**src/inc/fpec_consts.svh**
```systemverilog
// flash program/erase control constants
// assumes word-aligned 32-bit registers
//
// Notes on behaviour
// RULE_01: start accepted only when gated and unlocked
// RULE_02: start bit stays set until operation ends
// RULE_03: reset clears only the write-enable gate
// RULE_04: gate permits start, powers low-voltage detector
// RULE_05: program error flag read-only, set on failure
// RULE_06: low-voltage error set by detector during operation
// RULE_07: low-voltage status follows detector while enabled
// RULE_08: operation select writable only with gate clear
// RULE_09: code 0101 erases whole array unless protected
// RULE_10: code 0100 erases addressed page unless protected
// RULE_11: code 0011 programs addressed row unless protected
// RULE_12: code 0001 programs addressed word unless protected
// RULE_13: codes 0000, 0010, 0110 do nothing
// RULE_14: start with code 0000 clears both error flags
// RULE_15: unimplemented control bits read zero, ignore writes
// RULE_16: two key writes grant exactly one start write
`ifndef FPEC_CONSTS_SVH
`define FPEC_CONSTS_SVH

`define FPEC_OFF_CTRL      8'h00
`define FPEC_OFF_KEY       8'h04
`define FPEC_OFF_ADDR      8'h08
`define FPEC_OFF_DATA      8'h0C
`define FPEC_OFF_IRQ_STAT  8'h10
`define FPEC_OFF_IRQ_MASK  8'h14

`define FPEC_BIT_START     15
`define FPEC_BIT_GATE      14
`define FPEC_BIT_PERR      13
`define FPEC_BIT_LVERR     12
`define FPEC_BIT_LVSTAT    11
`define FPEC_OP_MSB        3

`define FPEC_KEY1          32'h0000_AA99
`define FPEC_KEY2          32'h0000_5566

`define FPEC_IRQ_DONE      0
`define FPEC_IRQ_ERR       1
`define FPEC_IRQ_W         2

`define FPEC_CLK_MHZ       50
`define FPEC_T_WORD_US     20
`define FPEC_T_ERASE_US    200
`define FPEC_CYC_WORD      (`FPEC_T_WORD_US * `FPEC_CLK_MHZ)
`define FPEC_CYC_ERASE     (`FPEC_T_ERASE_US * `FPEC_CLK_MHZ)

`endif

```
**src/inc/fpec_pkg.sv**
```systemverilog
// flash program/erase control types
// assumes fpec_consts.svh is on the include path
package fpec_pkg;
    typedef enum logic [3:0] {
        FPEC_OP_NOP0  = 4'h0,
        FPEC_OP_WORD  = 4'h1,
        FPEC_OP_NOP2  = 4'h2,
        FPEC_OP_ROW   = 4'h3,
        FPEC_OP_PAGE  = 4'h4,
        FPEC_OP_CHIP  = 4'h5,
        FPEC_OP_NOP6  = 4'h6
    } fpec_op_t;

    typedef enum logic [1:0] {
        FPEC_ST_IDLE = 2'b00,
        FPEC_ST_RUN  = 2'b01,
        FPEC_ST_DONE = 2'b10
    } fpec_state_t;
endpackage

```
**src/inc/fpec_seq_if.sv**
```systemverilog
// register slave to sequencer carrier
// assumes both ends run on aclk
`timescale 1ns/1ns
`default_nettype none
interface fpec_seq_if;
    logic        launch;
    logic [3:0]  op;
    logic [31:0] addr;
    logic [31:0] data;
    logic        detector_on;
    logic        busy;
    logic        done;
    logic        fail;
    logic        low_voltage_hit;
    modport regs (output launch, output op, output addr, output data, output detector_on,
                  input busy, input done, input fail, input low_voltage_hit);
    modport seq  (input launch, input op, input addr, input data, input detector_on,
                  output busy, output done, output fail, output low_voltage_hit);
endinterface
`default_nettype wire

```
**src/design/fpec_top.sv**
```systemverilog
// flash program/erase controller with AXI4-Lite register slave
// assumes an AXI4-Lite master on aclk
//
// The AXI4-Lite slave port and the register offsets were left to the implementer.
`timescale 1ns/1ns
`default_nettype none
`include "fpec_consts.svh"
module fpec_top
    import fpec_pkg::*;
#(
    parameter int CYC_WORD  = `FPEC_CYC_WORD,
    parameter int CYC_ERASE = `FPEC_CYC_ERASE
) (
    input  wire logic        aclk,
    input  wire logic        aresetn,
    input  wire logic [7:0]  s_axi_awaddr,
    input  wire logic        s_axi_awvalid,
    output logic             s_axi_awready,
    input  wire logic [31:0] s_axi_wdata,
    input  wire logic [3:0]  s_axi_wstrb,
    input  wire logic        s_axi_wvalid,
    output logic             s_axi_wready,
    output logic [1:0]       s_axi_bresp,
    output logic             s_axi_bvalid,
    input  wire logic        s_axi_bready,
    input  wire logic [7:0]  s_axi_araddr,
    input  wire logic        s_axi_arvalid,
    output logic             s_axi_arready,
    output logic [31:0]      s_axi_rdata,
    output logic [1:0]       s_axi_rresp,
    output logic             s_axi_rvalid,
    input  wire logic        s_axi_rready,
    input  wire logic        low_voltage_pin,
    input  wire logic        protect_hit,
    input  wire logic        array_fail,
    output logic [31:0]      array_addr,
    output logic [31:0]      array_data,
    output logic             array_prog,
    output logic             array_erase,
    output logic             array_all,
    output logic             array_row,
    output logic             irq
);
    fpec_seq_if sq ();

    logic        gate_r;
    logic        start_r;
    logic [3:0]  op_r;
    logic        perr_r;
    logic        lverr_r;
    logic [1:0]  key_r;
    logic [31:0] addr_r;
    logic [31:0] data_r;
    logic [`FPEC_IRQ_W-1:0] ist_r;
    logic [`FPEC_IRQ_W-1:0] imask_r;
    logic        launch_r;
    logic        aw_held_r;
    logic        w_held_r;
    logic [7:0]  awaddr_r;
    logic [31:0] wdata_r;
    logic [3:0]  wstrb_r;
    logic        bvalid_r;
    logic [1:0]  bresp_r;
    logic        rvalid_r;
    logic [31:0] rdata_r;
    logic [1:0]  rresp_r;
    logic        lv_sync;
    logic        protect_sync;
    logic        fail_sync;

    fpec_sync u_sync_lv (
        .aclk    (aclk),
        .aresetn (aresetn),
        .d       (low_voltage_pin),
        .q       (lv_sync)
    );
    fpec_sync u_sync_prot (
        .aclk    (aclk),
        .aresetn (aresetn),
        .d       (protect_hit),
        .q       (protect_sync)
    );
    fpec_sync u_sync_fail (
        .aclk    (aclk),
        .aresetn (aresetn),
        .d       (array_fail),
        .q       (fail_sync)
    );

    fpec_seq #(
        .CYC_WORD  (CYC_WORD),
        .CYC_ERASE (CYC_ERASE)
    ) u_seq (
        .aclk        (aclk),
        .aresetn     (aresetn),
        .sq          (sq),
        .lv_sense    (lv_sync),
        .protect_hit (protect_sync),
        .array_fail  (fail_sync),
        .array_prog  (array_prog),
        .array_erase (array_erase),
        .array_all   (array_all),
        .array_row   (array_row)
    );

    // write channel: address and data taken in either order, one at a time
    wire        aw_ok   = !aw_held_r && !bvalid_r;
    wire        w_ok    = !w_held_r && !bvalid_r;
    assign s_axi_awready = aw_ok;
    assign s_axi_wready  = w_ok;
    wire        aw_take = s_axi_awvalid && aw_ok;
    wire        w_take  = s_axi_wvalid && w_ok;
    wire        aw_have = aw_held_r || aw_take;
    wire        w_have  = w_held_r || w_take;
    wire        wr_go   = aw_have && w_have;
    wire [7:0]  wa      = aw_held_r ? awaddr_r : s_axi_awaddr;
    wire [31:0] wd      = w_held_r ? wdata_r : s_axi_wdata;
    wire [3:0]  ws      = w_held_r ? wstrb_r : s_axi_wstrb;
    wire        wa_ok   = wa[1:0] == 2'b00;

    wire wr_ctrl  = wr_go && wa_ok && wa[7:2] == 6'(`FPEC_OFF_CTRL >> 2);
    wire wr_key   = wr_go && wa_ok && wa[7:2] == 6'(`FPEC_OFF_KEY >> 2);
    wire wr_addr  = wr_go && wa_ok && wa[7:2] == 6'(`FPEC_OFF_ADDR >> 2);
    wire wr_data  = wr_go && wa_ok && wa[7:2] == 6'(`FPEC_OFF_DATA >> 2);
    wire wr_ist   = wr_go && wa_ok && wa[7:2] == 6'(`FPEC_OFF_IRQ_STAT >> 2);
    wire wr_imask = wr_go && wa_ok && wa[7:2] == 6'(`FPEC_OFF_IRQ_MASK >> 2);
    wire wr_hit   = wr_ctrl | wr_key | wr_addr | wr_data | wr_ist | wr_imask;

    // read channel
    wire        rd_go   = s_axi_arvalid && !rvalid_r;
    assign s_axi_arready = !rvalid_r;
    wire [7:0]  ra      = s_axi_araddr;
    wire        ra_ok   = ra[1:0] == 2'b00;

    wire [31:0] ctrl_view;
    assign ctrl_view = {16'h0000, start_r, gate_r, perr_r, lverr_r,
                        gate_r & lv_sync, 7'h00, op_r};  // RULE_07 RULE_15
    wire [31:0] ist_view   = {{(32-`FPEC_IRQ_W){1'b0}}, ist_r};
    wire [31:0] imask_view = {{(32-`FPEC_IRQ_W){1'b0}}, imask_r};
    wire [31:0] key_view   = {30'h0, key_r};

    wire r_ctrl  = ra_ok && ra[7:2] == 6'(`FPEC_OFF_CTRL >> 2);
    wire r_key   = ra_ok && ra[7:2] == 6'(`FPEC_OFF_KEY >> 2);
    wire r_addr  = ra_ok && ra[7:2] == 6'(`FPEC_OFF_ADDR >> 2);
    wire r_data  = ra_ok && ra[7:2] == 6'(`FPEC_OFF_DATA >> 2);
    wire r_ist   = ra_ok && ra[7:2] == 6'(`FPEC_OFF_IRQ_STAT >> 2);
    wire r_imask = ra_ok && ra[7:2] == 6'(`FPEC_OFF_IRQ_MASK >> 2);
    wire r_hit   = r_ctrl | r_key | r_addr | r_data | r_ist | r_imask;
    wire [31:0] rd_mux = r_ctrl  ? ctrl_view  :
                         r_key   ? key_view   :
                         r_addr  ? addr_r     :
                         r_data  ? data_r     :
                         r_ist   ? ist_view   :
                         r_imask ? imask_view : 32'h0000_0000;

    // lane 1 carries start/gate, lane 0 the op select
    wire        ln0      = ws[0];
    wire        ln1      = ws[1];
    wire        wr_gate  = wr_ctrl && ln1;
    wire        new_gate = wd[`FPEC_BIT_GATE];
    wire        unlocked = key_r == 2'b10;
    // start needs the gate already armed; arming and starting in one write is refused
    wire        start_ok = wr_gate && wd[`FPEC_BIT_START] && gate_r && unlocked
                           && !sq.busy;  // RULE_01 RULE_04 RULE_16
    wire        op_ok    = wr_ctrl && ln0 && !gate_r;  // RULE_08
    wire        any_acc  = wr_go || rd_go;
    wire        key_one  = wr_key && wd == `FPEC_KEY1;
    wire        key_two  = wr_key && wd == `FPEC_KEY2 && key_r == 2'b01;

    wire        clr_flags = launch_r && op_r == 4'(FPEC_OP_NOP0);  // RULE_14
    wire [`FPEC_IRQ_W-1:0] ev;
    assign ev[`FPEC_IRQ_DONE] = sq.done;
    assign ev[`FPEC_IRQ_ERR]  = sq.done && sq.fail;

    assign sq.launch      = launch_r;
    assign sq.op          = op_r;
    assign sq.addr        = addr_r;
    assign sq.data        = data_r;
    assign sq.detector_on = gate_r;  // RULE_04

    assign array_addr    = addr_r;
    assign array_data    = data_r;
    assign irq           = |(ist_r & imask_r);
    assign s_axi_bvalid  = bvalid_r;
    assign s_axi_bresp   = bresp_r;
    assign s_axi_rvalid  = rvalid_r;
    assign s_axi_rdata   = rdata_r;
    assign s_axi_rresp   = rresp_r;

    // only the gate is reset; the other control bits keep their value
    always_ff @(posedge aclk) begin
        if (!aresetn)
            gate_r <= 1'b0;  // RULE_03
        else if (wr_gate)
            gate_r <= new_gate;  // RULE_04
    end

    always_ff @(posedge aclk) begin
        if (start_ok)
            start_r <= 1'b1;  // RULE_02
        else if (sq.done)
            start_r <= 1'b0;  // RULE_02
        if (op_ok)
            op_r <= wd[`FPEC_OP_MSB:0];  // RULE_08
        if (sq.done && sq.fail)
            perr_r <= 1'b1;  // RULE_05
        else if (clr_flags)
            perr_r <= 1'b0;  // RULE_14
        if (sq.done && sq.low_voltage_hit)
            lverr_r <= 1'b1;  // RULE_06
        else if (clr_flags)
            lverr_r <= 1'b0;  // RULE_14
    end

    always_ff @(posedge aclk) begin
        if (!aresetn) begin
            key_r    <= 2'b00;
            launch_r <= 1'b0;
            addr_r   <= 32'h0000_0000;
            data_r   <= 32'h0000_0000;
            ist_r    <= '0;
            imask_r  <= '0;
        end else begin
            launch_r <= start_ok;  // RULE_02
            if (key_two)
                key_r <= 2'b10;  // RULE_16
            else if (key_one)
                key_r <= 2'b01;  // RULE_16
            else if (any_acc)
                key_r <= 2'b00;  // RULE_16
            if (wr_addr && !start_r)
                addr_r <= wd;
            if (wr_data && !start_r)
                data_r <= wd;
            // a new event wins over a same-cycle clear
            ist_r <= (ist_r & ~(wr_ist ? wd[`FPEC_IRQ_W-1:0] : '0)) | ev;
            if (wr_imask)
                imask_r <= wd[`FPEC_IRQ_W-1:0];
        end
    end

    always_ff @(posedge aclk) begin
        if (!aresetn) begin
            aw_held_r <= 1'b0;
            w_held_r  <= 1'b0;
            awaddr_r  <= 8'h00;
            wdata_r   <= 32'h0000_0000;
            wstrb_r   <= 4'h0;
            bvalid_r  <= 1'b0;
            bresp_r   <= 2'b00;
        end else begin
            if (aw_take) awaddr_r <= s_axi_awaddr;
            if (w_take) begin
                wdata_r <= s_axi_wdata;
                wstrb_r <= s_axi_wstrb;
            end
            aw_held_r <= aw_have && !wr_go;
            w_held_r  <= w_have && !wr_go;
            if (wr_go) begin
                bvalid_r <= 1'b1;
                bresp_r  <= wr_hit ? 2'b00 : 2'b10;
            end else if (s_axi_bready) begin
                bvalid_r <= 1'b0;
            end
        end
    end

    always_ff @(posedge aclk) begin
        if (!aresetn) begin
            rvalid_r <= 1'b0;
            rdata_r  <= 32'h0000_0000;
            rresp_r  <= 2'b00;
        end else if (rd_go) begin
            rvalid_r <= 1'b1;
            rdata_r  <= rd_mux;
            rresp_r  <= r_hit ? 2'b00 : 2'b10;
        end else if (s_axi_rready) begin
            rvalid_r <= 1'b0;
        end
    end
endmodule // fpec_top
`default_nettype wire

```
**src/design/fpec_sync.sv**
```systemverilog
// two-flop synchroniser for pin-level inputs
// assumes the input is asynchronous to aclk
`timescale 1ns/1ns
`default_nettype none
module fpec_sync (
    input  wire logic aclk,
    input  wire logic aresetn,
    input  wire logic d,
    output logic      q
);
    logic meta_r;

    always_ff @(posedge aclk) begin
        if (!aresetn) begin
            meta_r <= 1'b0;
            q      <= 1'b0;
        end else begin
            meta_r <= d;
            q      <= meta_r;
        end
    end
endmodule // fpec_sync
`default_nettype wire

```
**src/design/fpec_seq.sv**
```systemverilog
// flash sequencer: array strobes and operation timing
// assumes synced fail and protect levels
`timescale 1ns/1ns
`default_nettype none
`include "fpec_consts.svh"
module fpec_seq
    import fpec_pkg::*;
#(
    parameter int CYC_WORD  = `FPEC_CYC_WORD,
    parameter int CYC_ERASE = `FPEC_CYC_ERASE
) (
    input  wire logic  aclk,
    input  wire logic  aresetn,
    fpec_seq_if.seq    sq,
    input  wire logic  lv_sense,
    input  wire logic  protect_hit,
    input  wire logic  array_fail,
    output logic       array_prog,
    output logic       array_erase,
    output logic       array_all,
    output logic       array_row
);
    if (CYC_WORD < 1 || CYC_ERASE < 1 || CYC_WORD >= (1 << 24) || CYC_ERASE >= (1 << 24)) begin : g_bad_cyc
        $error("fpec_seq: bad cycle counts");
    end

    fpec_state_t state_r;
    logic [23:0] cnt_r;
    logic        fail_r;
    logic        lvhit_r;

    wire is_word  = sq.op == FPEC_OP_WORD;  // RULE_12
    wire is_row   = sq.op == FPEC_OP_ROW;   // RULE_11
    wire is_page  = sq.op == FPEC_OP_PAGE;  // RULE_10
    wire is_chip  = sq.op == FPEC_OP_CHIP;  // RULE_09
    wire is_real  = is_word | is_row | is_page | is_chip;  // RULE_13
    wire [23:0] load_cnt = (is_page | is_chip) ? 24'(CYC_ERASE) : 24'(CYC_WORD);
    wire lv_now   = sq.detector_on & lv_sense;

    assign sq.busy            = state_r != FPEC_ST_IDLE;
    assign sq.done            = state_r == FPEC_ST_DONE;
    assign sq.fail            = fail_r;
    assign sq.low_voltage_hit = lvhit_r;

    always_ff @(posedge aclk) begin
        if (!aresetn) begin
            state_r     <= FPEC_ST_IDLE;
            cnt_r       <= 24'h000000;
            fail_r      <= 1'b0;
            lvhit_r     <= 1'b0;
            array_prog  <= 1'b0;
            array_erase <= 1'b0;
            array_all   <= 1'b0;
            array_row   <= 1'b0;
        end else begin
            case (state_r)
                FPEC_ST_IDLE: begin
                    if (sq.launch) begin
                        lvhit_r <= 1'b0;
                        fail_r  <= 1'b0;
                        cnt_r   <= load_cnt;
                        if (!is_real) begin
                            state_r <= FPEC_ST_DONE;
                        end else if (protect_hit) begin
                            fail_r  <= 1'b1;  // RULE_05
                            state_r <= FPEC_ST_DONE;
                        end else begin
                            array_prog  <= is_word | is_row;
                            array_erase <= is_page | is_chip;
                            array_all   <= is_chip;
                            array_row   <= is_row;
                            state_r     <= FPEC_ST_RUN;
                        end
                    end
                end
                FPEC_ST_RUN: begin
                    if (lv_now)
                        lvhit_r <= 1'b1;  // RULE_06
                    if (cnt_r <= 24'h000001) begin
                        fail_r      <= array_fail | lvhit_r | lv_now;  // RULE_05
                        array_prog  <= 1'b0;
                        array_erase <= 1'b0;
                        array_all   <= 1'b0;
                        array_row   <= 1'b0;
                        state_r     <= FPEC_ST_DONE;
                    end else begin
                        cnt_r <= cnt_r - 24'h000001;
                    end
                end
                FPEC_ST_DONE: state_r <= FPEC_ST_IDLE;
                default:      state_r <= FPEC_ST_IDLE;
            endcase
        end
    end
endmodule // fpec_seq
`default_nettype wire

```
**config.mk**
```make
export PLATFORM = sky130hd
export DESIGN_NAME = fpec_top
export DESIGN_NICKNAME = d
export VERILOG_FILES = /design/src/inc/fpec_pkg.sv /design/src/inc/fpec_seq_if.sv /design/src/design/fpec_top.sv /design/src/design/fpec_sync.sv /design/src/design/fpec_seq.sv
export VERILOG_INCLUDE_DIRS = /design/src /design/src/inc
export SDC_FILE = /design/constraint.sdc
export NUM_CORES = 1
export LEC_CHECK = 0
export BUFFER_PORTS_ARGS = -buffer_cell sky130_fd_sc_hd__buf_2
export CAP_MARGIN = 20
export CORE_MARGIN = 2
export CORE_UTILIZATION = 50
export CTS_CLUSTER_DIAMETER = 150
export DETAILED_ROUTE_END_ITERATION = 10
export GPL_TIMING_DRIVEN = 0
export PLACE_DENSITY_LB_ADDON = 0.2
export SLEW_MARGIN = 20
export SYNTH_ARGS = -nofsm -noshare
export SYNTH_HDL_FRONTEND = slang
export SYNTH_HIERARCHICAL = 1
export SYNTH_SLANG_ARGS = --single-unit
```
**constraint.sdc**
```tcl
create_clock -name aclk -period 6.5 [get_ports aclk]
set_clock_uncertainty 0.15 [all_clocks]
set_input_delay 1.3 -clock aclk [delete_from_list [all_inputs] [get_ports aclk]]
set_output_delay 1.3 -clock aclk [all_outputs]
set_load 0.01 [all_outputs]
```
; Word-level counts from Yosys, hierarchy flattened
; Index checks and enable logic that the tools add are counted.
[word_totals]
regBits = 199
in_bits = 62
output_inout_bits = 110
elab_cells = 205
[op_classes]
addsub = 1
order_cmp = 1
eq_ne = 26
n_mux = 53
bitwise_logic = 22
reduce_logical = 66
[ops]
columns = operator, n
row1 = 2-to-1 mux 32 bit, 5
row2 = 2-to-1 mux 24 bit, 2
row3 = one-hot mux 24 bit (2 select lines), 1
row4 = logical AND 1 bit, 36
row5 = "equality test 32 x 15 -> 1 bit, second input constant", 1
row6 = "equality test 32 x 16 -> 1 bit, second input constant", 1
row7 = 2-to-1 mux 2 bit, 13
row8 = "equality test 6 x 2 -> 1 bit, second input constant", 4
row9 = "equality test 6 x 3 -> 1 bit, second input constant", 4
row10 = "<= comparator 24 x 1 -> 1 bit, second input constant", 1
row11 = "subtractor 24 x 1 -> 24 bit, second input constant", 1
row12 = 2-to-1 mux 1 bit, 23
row13 = OR 1 bit, 16
row14 = 2-to-1 mux 14 bit, 1
row15 = "equality test 6 x 1 -> 1 bit, second input constant", 2
row16 = logical NOT 6 bit, 2
row17 = one-hot mux 1 bit (2 select lines), 6
row18 = nonzero test 2 bit, 5
row19 = AND reduction 3 bit, 3
row20 = "equality test 4 x 3 -> 1 bit, second input constant", 2
row21 = logical NOT 1 bit, 8
row22 = 2-to-1 mux 8 bit, 1
row23 = logical NOT 2 bit, 3
row24 = "inequality test 2 x 1 -> 1 bit, second input constant", 3
row25 = other kinds (17), 25

; Logic depth before layout (Yosys ltp)
[logic_depth]
word_depth = 13
depth_mapped = 8

; Cells and area by module
; The synthesis kept the hierarchy.
[modules_own_cells]
columns = module, instances, cells_each, area_per_inst_um2
row1 = fpec_top, 1, 732, 6840.3
row2 = fpec_seq, 1, 212, 1756.7
row3 = fpec_sync, 3, 4, 52.6

; Worst setup path before layout
; OpenSTA, ideal clock, no wires.
[synth_path]
path_kind = input port to flip-flop
from = input s_axi_awaddr[4]
to = register op_r[0], enable pin
setup_ps = 379
arrival_ps = 2649
required_time_ps = 5971
path_slack_ps = 3323
stages = 4
path_buffers = 0
cell_sequence = mux2i_1 -> or3b_1 -> nor2_1 -> nor4b_1
[synth_via]
elab_chain_cells = 5
[synth_rtl]
columns = item, line_no
row1 = start: declaration, fpec_top.sv:16  ; input wire logic [7:0] s_axi_awaddr,
row2 = 2-to-1 mux 8 bit, fpec_top.sv:116  ; wire [7:0] wa = aw_held_r ? awaddr_r : s_axi_awaddr;
row3 = logical NOT 6 bit, fpec_top.sv:121  ; wire wr_ctrl = wr_go && wa_ok && wa[7:2] == 6'(`FPEC_OFF_CTRL >> 2);
row4 = logical AND 1 bit, fpec_top.sv:121
row5 = logical AND 1 bit (2 in a row), fpec_top.sv:165  ; wire op_ok = wr_ctrl && ln0 && !gate_r;
row6 = via op_ok, fpec_top.sv:165
row7 = end signal: assignment, fpec_top.sv:204  ; op_r <= wd[`FPEC_OP_MSB:0];
row8 = end: declaration, fpec_top.sv:48  ; logic [3:0] op_r;
; The timed path passes the listed nets, and every way through them passes these cells.
; A chain may end at the register's enable or synchronous reset.

; Worst setup path in the final report
[layout_path]
from = input s_axi_awaddr[4]
to = register addr_r[11], in the netlist array_addr[11]
[layout_via]
elab_chain_cells = 4
[layout_rtl]
columns = item, line_no
row1 = 2-to-1 mux 8 bit, fpec_top.sv:116
row2 = equality test 6 x 2 -> 1 bit, fpec_top.sv:123  ; wire wr_addr = wr_go && wa_ok && wa[7:2] == 6'(`FPEC_OFF_ADDR >> 2);
row3 = logical AND 1 bit, fpec_top.sv:123
row4 = logical AND 1 bit, fpec_top.sv:231  ; if (wr_addr && !start_r)
row5 = end signal: assignment, fpec_top.sv:232  ; addr_r <= wd;
row6 = end: declaration, fpec_top.sv:52  ; logic [31:0] addr_r;
; No other way between the ends.

==> results.toml <==
[sta]
fin_ws_ns = 3.34
clock.fmax_mhz = 316
slew_violations = 0
rsz0062_at_grt = "no"
holdWs_ns = 0.280
setup_tns_ns = 0
fin_crit_sh = 0.487
hold_violations = 0
slew_headroom = 0.386
min_period_ns = 3.16
finalSetupViolCount = 0
tightest_slew_ns = 0.921

[drt]
wl_um = 25100
drt-initial-drc-count = 621
drtPass1Iterations = 5
avgViaCountPerCell = 5.70
wl_met3_um = 1740
top_layer = "met4"
drc_errors = 0
wl_met2_um = 11300
vias = 7857
routedWlPerCell_um = 18.2
wl_met1_um = 11600
drt.antenna.violating_nets = 0

[worst_setup_path]
crit_path_max_fanout = 10
start_kind = "input pin"
crit_required_ns = 6.64
cp-startpoint = "s_axi_awaddr[4]"
r2r_start = "w_held_r"
cp.arrival_ns = 3.30
rrSetupSlack_ns = 3.74
rr_endpoint = "op_r[3]"
worstSetupEndpointType = "flop"
worstRegToRegCells = 5
critical_path_class = "in -> reg"

[synthesis]
syn_area_mm2 = 0.00875
muxShareOfSynthArea = 0.101
ys_warn_count = 6
syn_area_per_cell_um2 = 9.16
synth_cell_types = 71
synth-xor-area-share = 0.00800
synth_compound_area_frac = 0.189
synth_top_family_by_area = "simple AND/OR/NAND/NOR gates"
synth_flop_cell = "dfxtp_1"
ys_async_sr_fraction = 0
yosysSeqAreaShare = 0.455
synth_cells = 956
synth_edf_count = 4
synth-simple-area-share = 0.202
synth_fa_ha_area_frac = 0.00286
ys_seq_elements = 197

[clock_tree]
postCtsSetupRepairBufs = 0
clk-insertion-delay-late_ns = 0.44
cts_buffers = 17
root_buffer = "clkbuf_16"
ctsHoldBuffers = 0
cts_tree = "done"
clock_path_buffers = 2
clk_pin_slew_ns = 0.07
htreeDepth = 4
post_cts_resized = 0
clock-sinks = 197

[grt]
grt_max_degree = 19
grtUsageTotal = 0.268
antenna_found_initial = 0
gr-total-overflow = 0
grt_first_pass_wirelength_um = 38200
grt_pass1_vias = 7126

[power_and_ir_drop]
power_mw = 2.56
leakage_nw = 4.16
p_int_mw = 1.90
p_seq_frac = 0.492
p_sw_mw = 0.660
clkPwrFrac = 0.416
power_density_mw_per_mm2 = 244
vdd_drop_max_uv = 206
power.share.switching = 0.258
combPwrFrac = 0.092

[cells_and_area]
fill_cells = 1542
syn_to_final_growth_pct = 19.5
final_util = 0.607
stdcell_area_mm2 = 0.0105
diodes = 0
nNetsFinal = 1205
finalNonFillerCells = 1378
drive_gt1_frac = 0.243

[placed_design]
dp.cells = 1347
place_hpwl_um = 18800
placed_area_mm2 = 0.00987
io_buffers = 165
pre_cts_ws_ns = 2.72
gp_congestion = 0.916

[floorplanning]
core_mm2 = 0.0172
die_w_um = 136
fp.dieH_um = 136
fp-row-count = 48
start_util = 0.508
ios = 172
dieArea_mm2 = 0.0186

[worst_hold_path]
hold_path.class = "reg -> reg"
min_delay_path_depth = 1
hold_path_end = "u_sync_prot/q"
hp-start = "u_sync_prot/meta_r"

[job]
max_cap_violations = 0

[status]
status = "completed"
sequential cells by signal, indices dropped and copies added, names as in the netlist, 2 cells and up:
register and count:
u_seq/cnt_r 24, awaddr_r 8, array_data 32, u_seq/state_r 2, wstrb_r 2, key_r 2
wdata_r 32, array_addr 32, imask_r 2, s_axi_rdata 32, op_r 4, ist_r 2
synthesized netlist by cell type, types with 3 or more instances:
cell type,number,area (um^2)
nand4b_1,3,26.3
o21a_1,3,22.5
a22o_1,3,26.3
nor3_1,12,60.1
and2_1,9,56.3
a22oi_1,7,52.6
a211oi_1,36,270
nor4_1,16,100
o21ai_1,3,15.0
nor4b_1,7,61.3
nand4_1,7,43.8
or4_1,6,45.0
mux2i_1,79,791
or3b_2,4,35.0
o21ai_0,37,185
a31oi_1,3,18.8
mux2_2,4,45.0
buf_1,3,11.3
o31ai_1,5,37.5
o22ai_1,8,50.1
xor2_1,6,52.6
nand3_1,7,35.0
buf_4,8,60.1
edfxtp_1,4,120
nand2b_1,4,25.0
dfxtp_1,193,3860
nor4_4,3,63.8
nand2_1,123,462
or3_1,8,50.1
clkbuf_1,40,150
inv_1,13,48.8
o211ai_1,8,60.1
o2111ai_1,4,35.0
nor3b_1,4,30.0
nor2b_1,6,37.5
a211oi_2,30,375
nor4bb_1,8,80.1
or2_2,7,43.8
a21oi_1,66,330
buf_6,4,45.0
buf_2,10,50.1
nor2_1,107,402
kinds of logic after synthesis:
kind of cell               Yosys count
and+or+nand+nor                    353
AOI/OAI and AO/OA                  231
DFF                                197
muxes                               85
buffers and inverters               79
xor gates and xnor gates             8
adders and majority gates            2
other                                1
layout by cell type, fill, tap and decap left out, types with 5 or more instances in the layout:
| master | n |
|---|---|
| a211oi_1 | 36 |
| a211oi_2 | 30 |
| a21oi_1 | 66 |
| a22oi_1 | 7 |
| and2_1 | 9 |
| buf_2 | 175 |
| buf_4 | 8 |
| clkbuf_1 | 40 |
| clkbuf_16 | 18 |
| dfxtp_1 | 193 |
| inv_1 | 13 |
| inv_6 | 6 |
| mux2i_1 | 79 |
| nand2_1 | 123 |
| nand3_1 | 7 |
| nand4_1 | 7 |
| nor2_1 | 107 |
| nor2b_1 | 6 |
| nor3_1 | 12 |
| nor4_1 | 16 |
| nor4b_1 | 6 |
| nor4bb_1 | 8 |
| o211ai_1 | 8 |
| o21ai_0 | 37 |
| o22ai_1 | 8 |
| o31ai_1 | 5 |
| or2_2 | 7 |
| or3_1 | 8 |
| or4_1 | 6 |
| xor2_1 | 6 |
worst max-delay path, stage by stage:
cell and delay, ns:
buf_2 0.11, mux2i_1 0.22, or3b_1 0.48, nor4_4 0.75
buf_4 0.35, a211oi_2 0.09
power by group through the flow:
stage / combinational [mW] / sequential [mW] / clock (mW)
3_3_place_gp: 0.227 / 1.28 / 0
2_1_floorplan: 0.145 / 1.28 / 0
6_report: 0.236 / 1.26 / 1.06
4_1_cts: 0.231 / 1.26 / 1.07
3_5_place_dp: 0.230 / 1.28 / 0
5_1_grt: 0.254 / 1.26 / 1.12
cell type report:
cell class | instances | area, um^2 | share of cell area
multi-input combinational | 681 | 4410 | 0.422
sequential | 197 | 3980 | 0.381
timing repair buffer | 165 | 826 | 0.0789
clock buffer | 20 | 478 | 0.0457
buffer | 65 | 317 | 0.0303
tap | 225 | 282 | 0.0269
clock inverter | 11 | 113 | 0.0108
inverter | 14 | 52.6 | 0.00502
routing by layer:
| metal | global-route usage | up-vias |
|---|---|---|
| met1 | 0.383 | 3713 |
| met2 | 0.412 | 284 |
| met4 | 0.0828 | 0 |
| met5 | 0 | - |
| li1 | - | 3821 |
| met3 | 0.0462 | 39 |
worst max path at each step:
stage / end / slack, ns / cells past startpoint
2_1_floorplan: op_r[0] / 3.32 / 4
3_3_place_gp: op_r[3] / 2.81 / 5
3_5_place_dp: op_r[3] / 2.72 / 5
4_1_cts: op_r[3] / 3.16 / 5
5_1_grt: array_addr[14] / 3.22 / 6
6_report: array_addr[11] / 3.34 / 6
(Power assumes the default switching activity.)
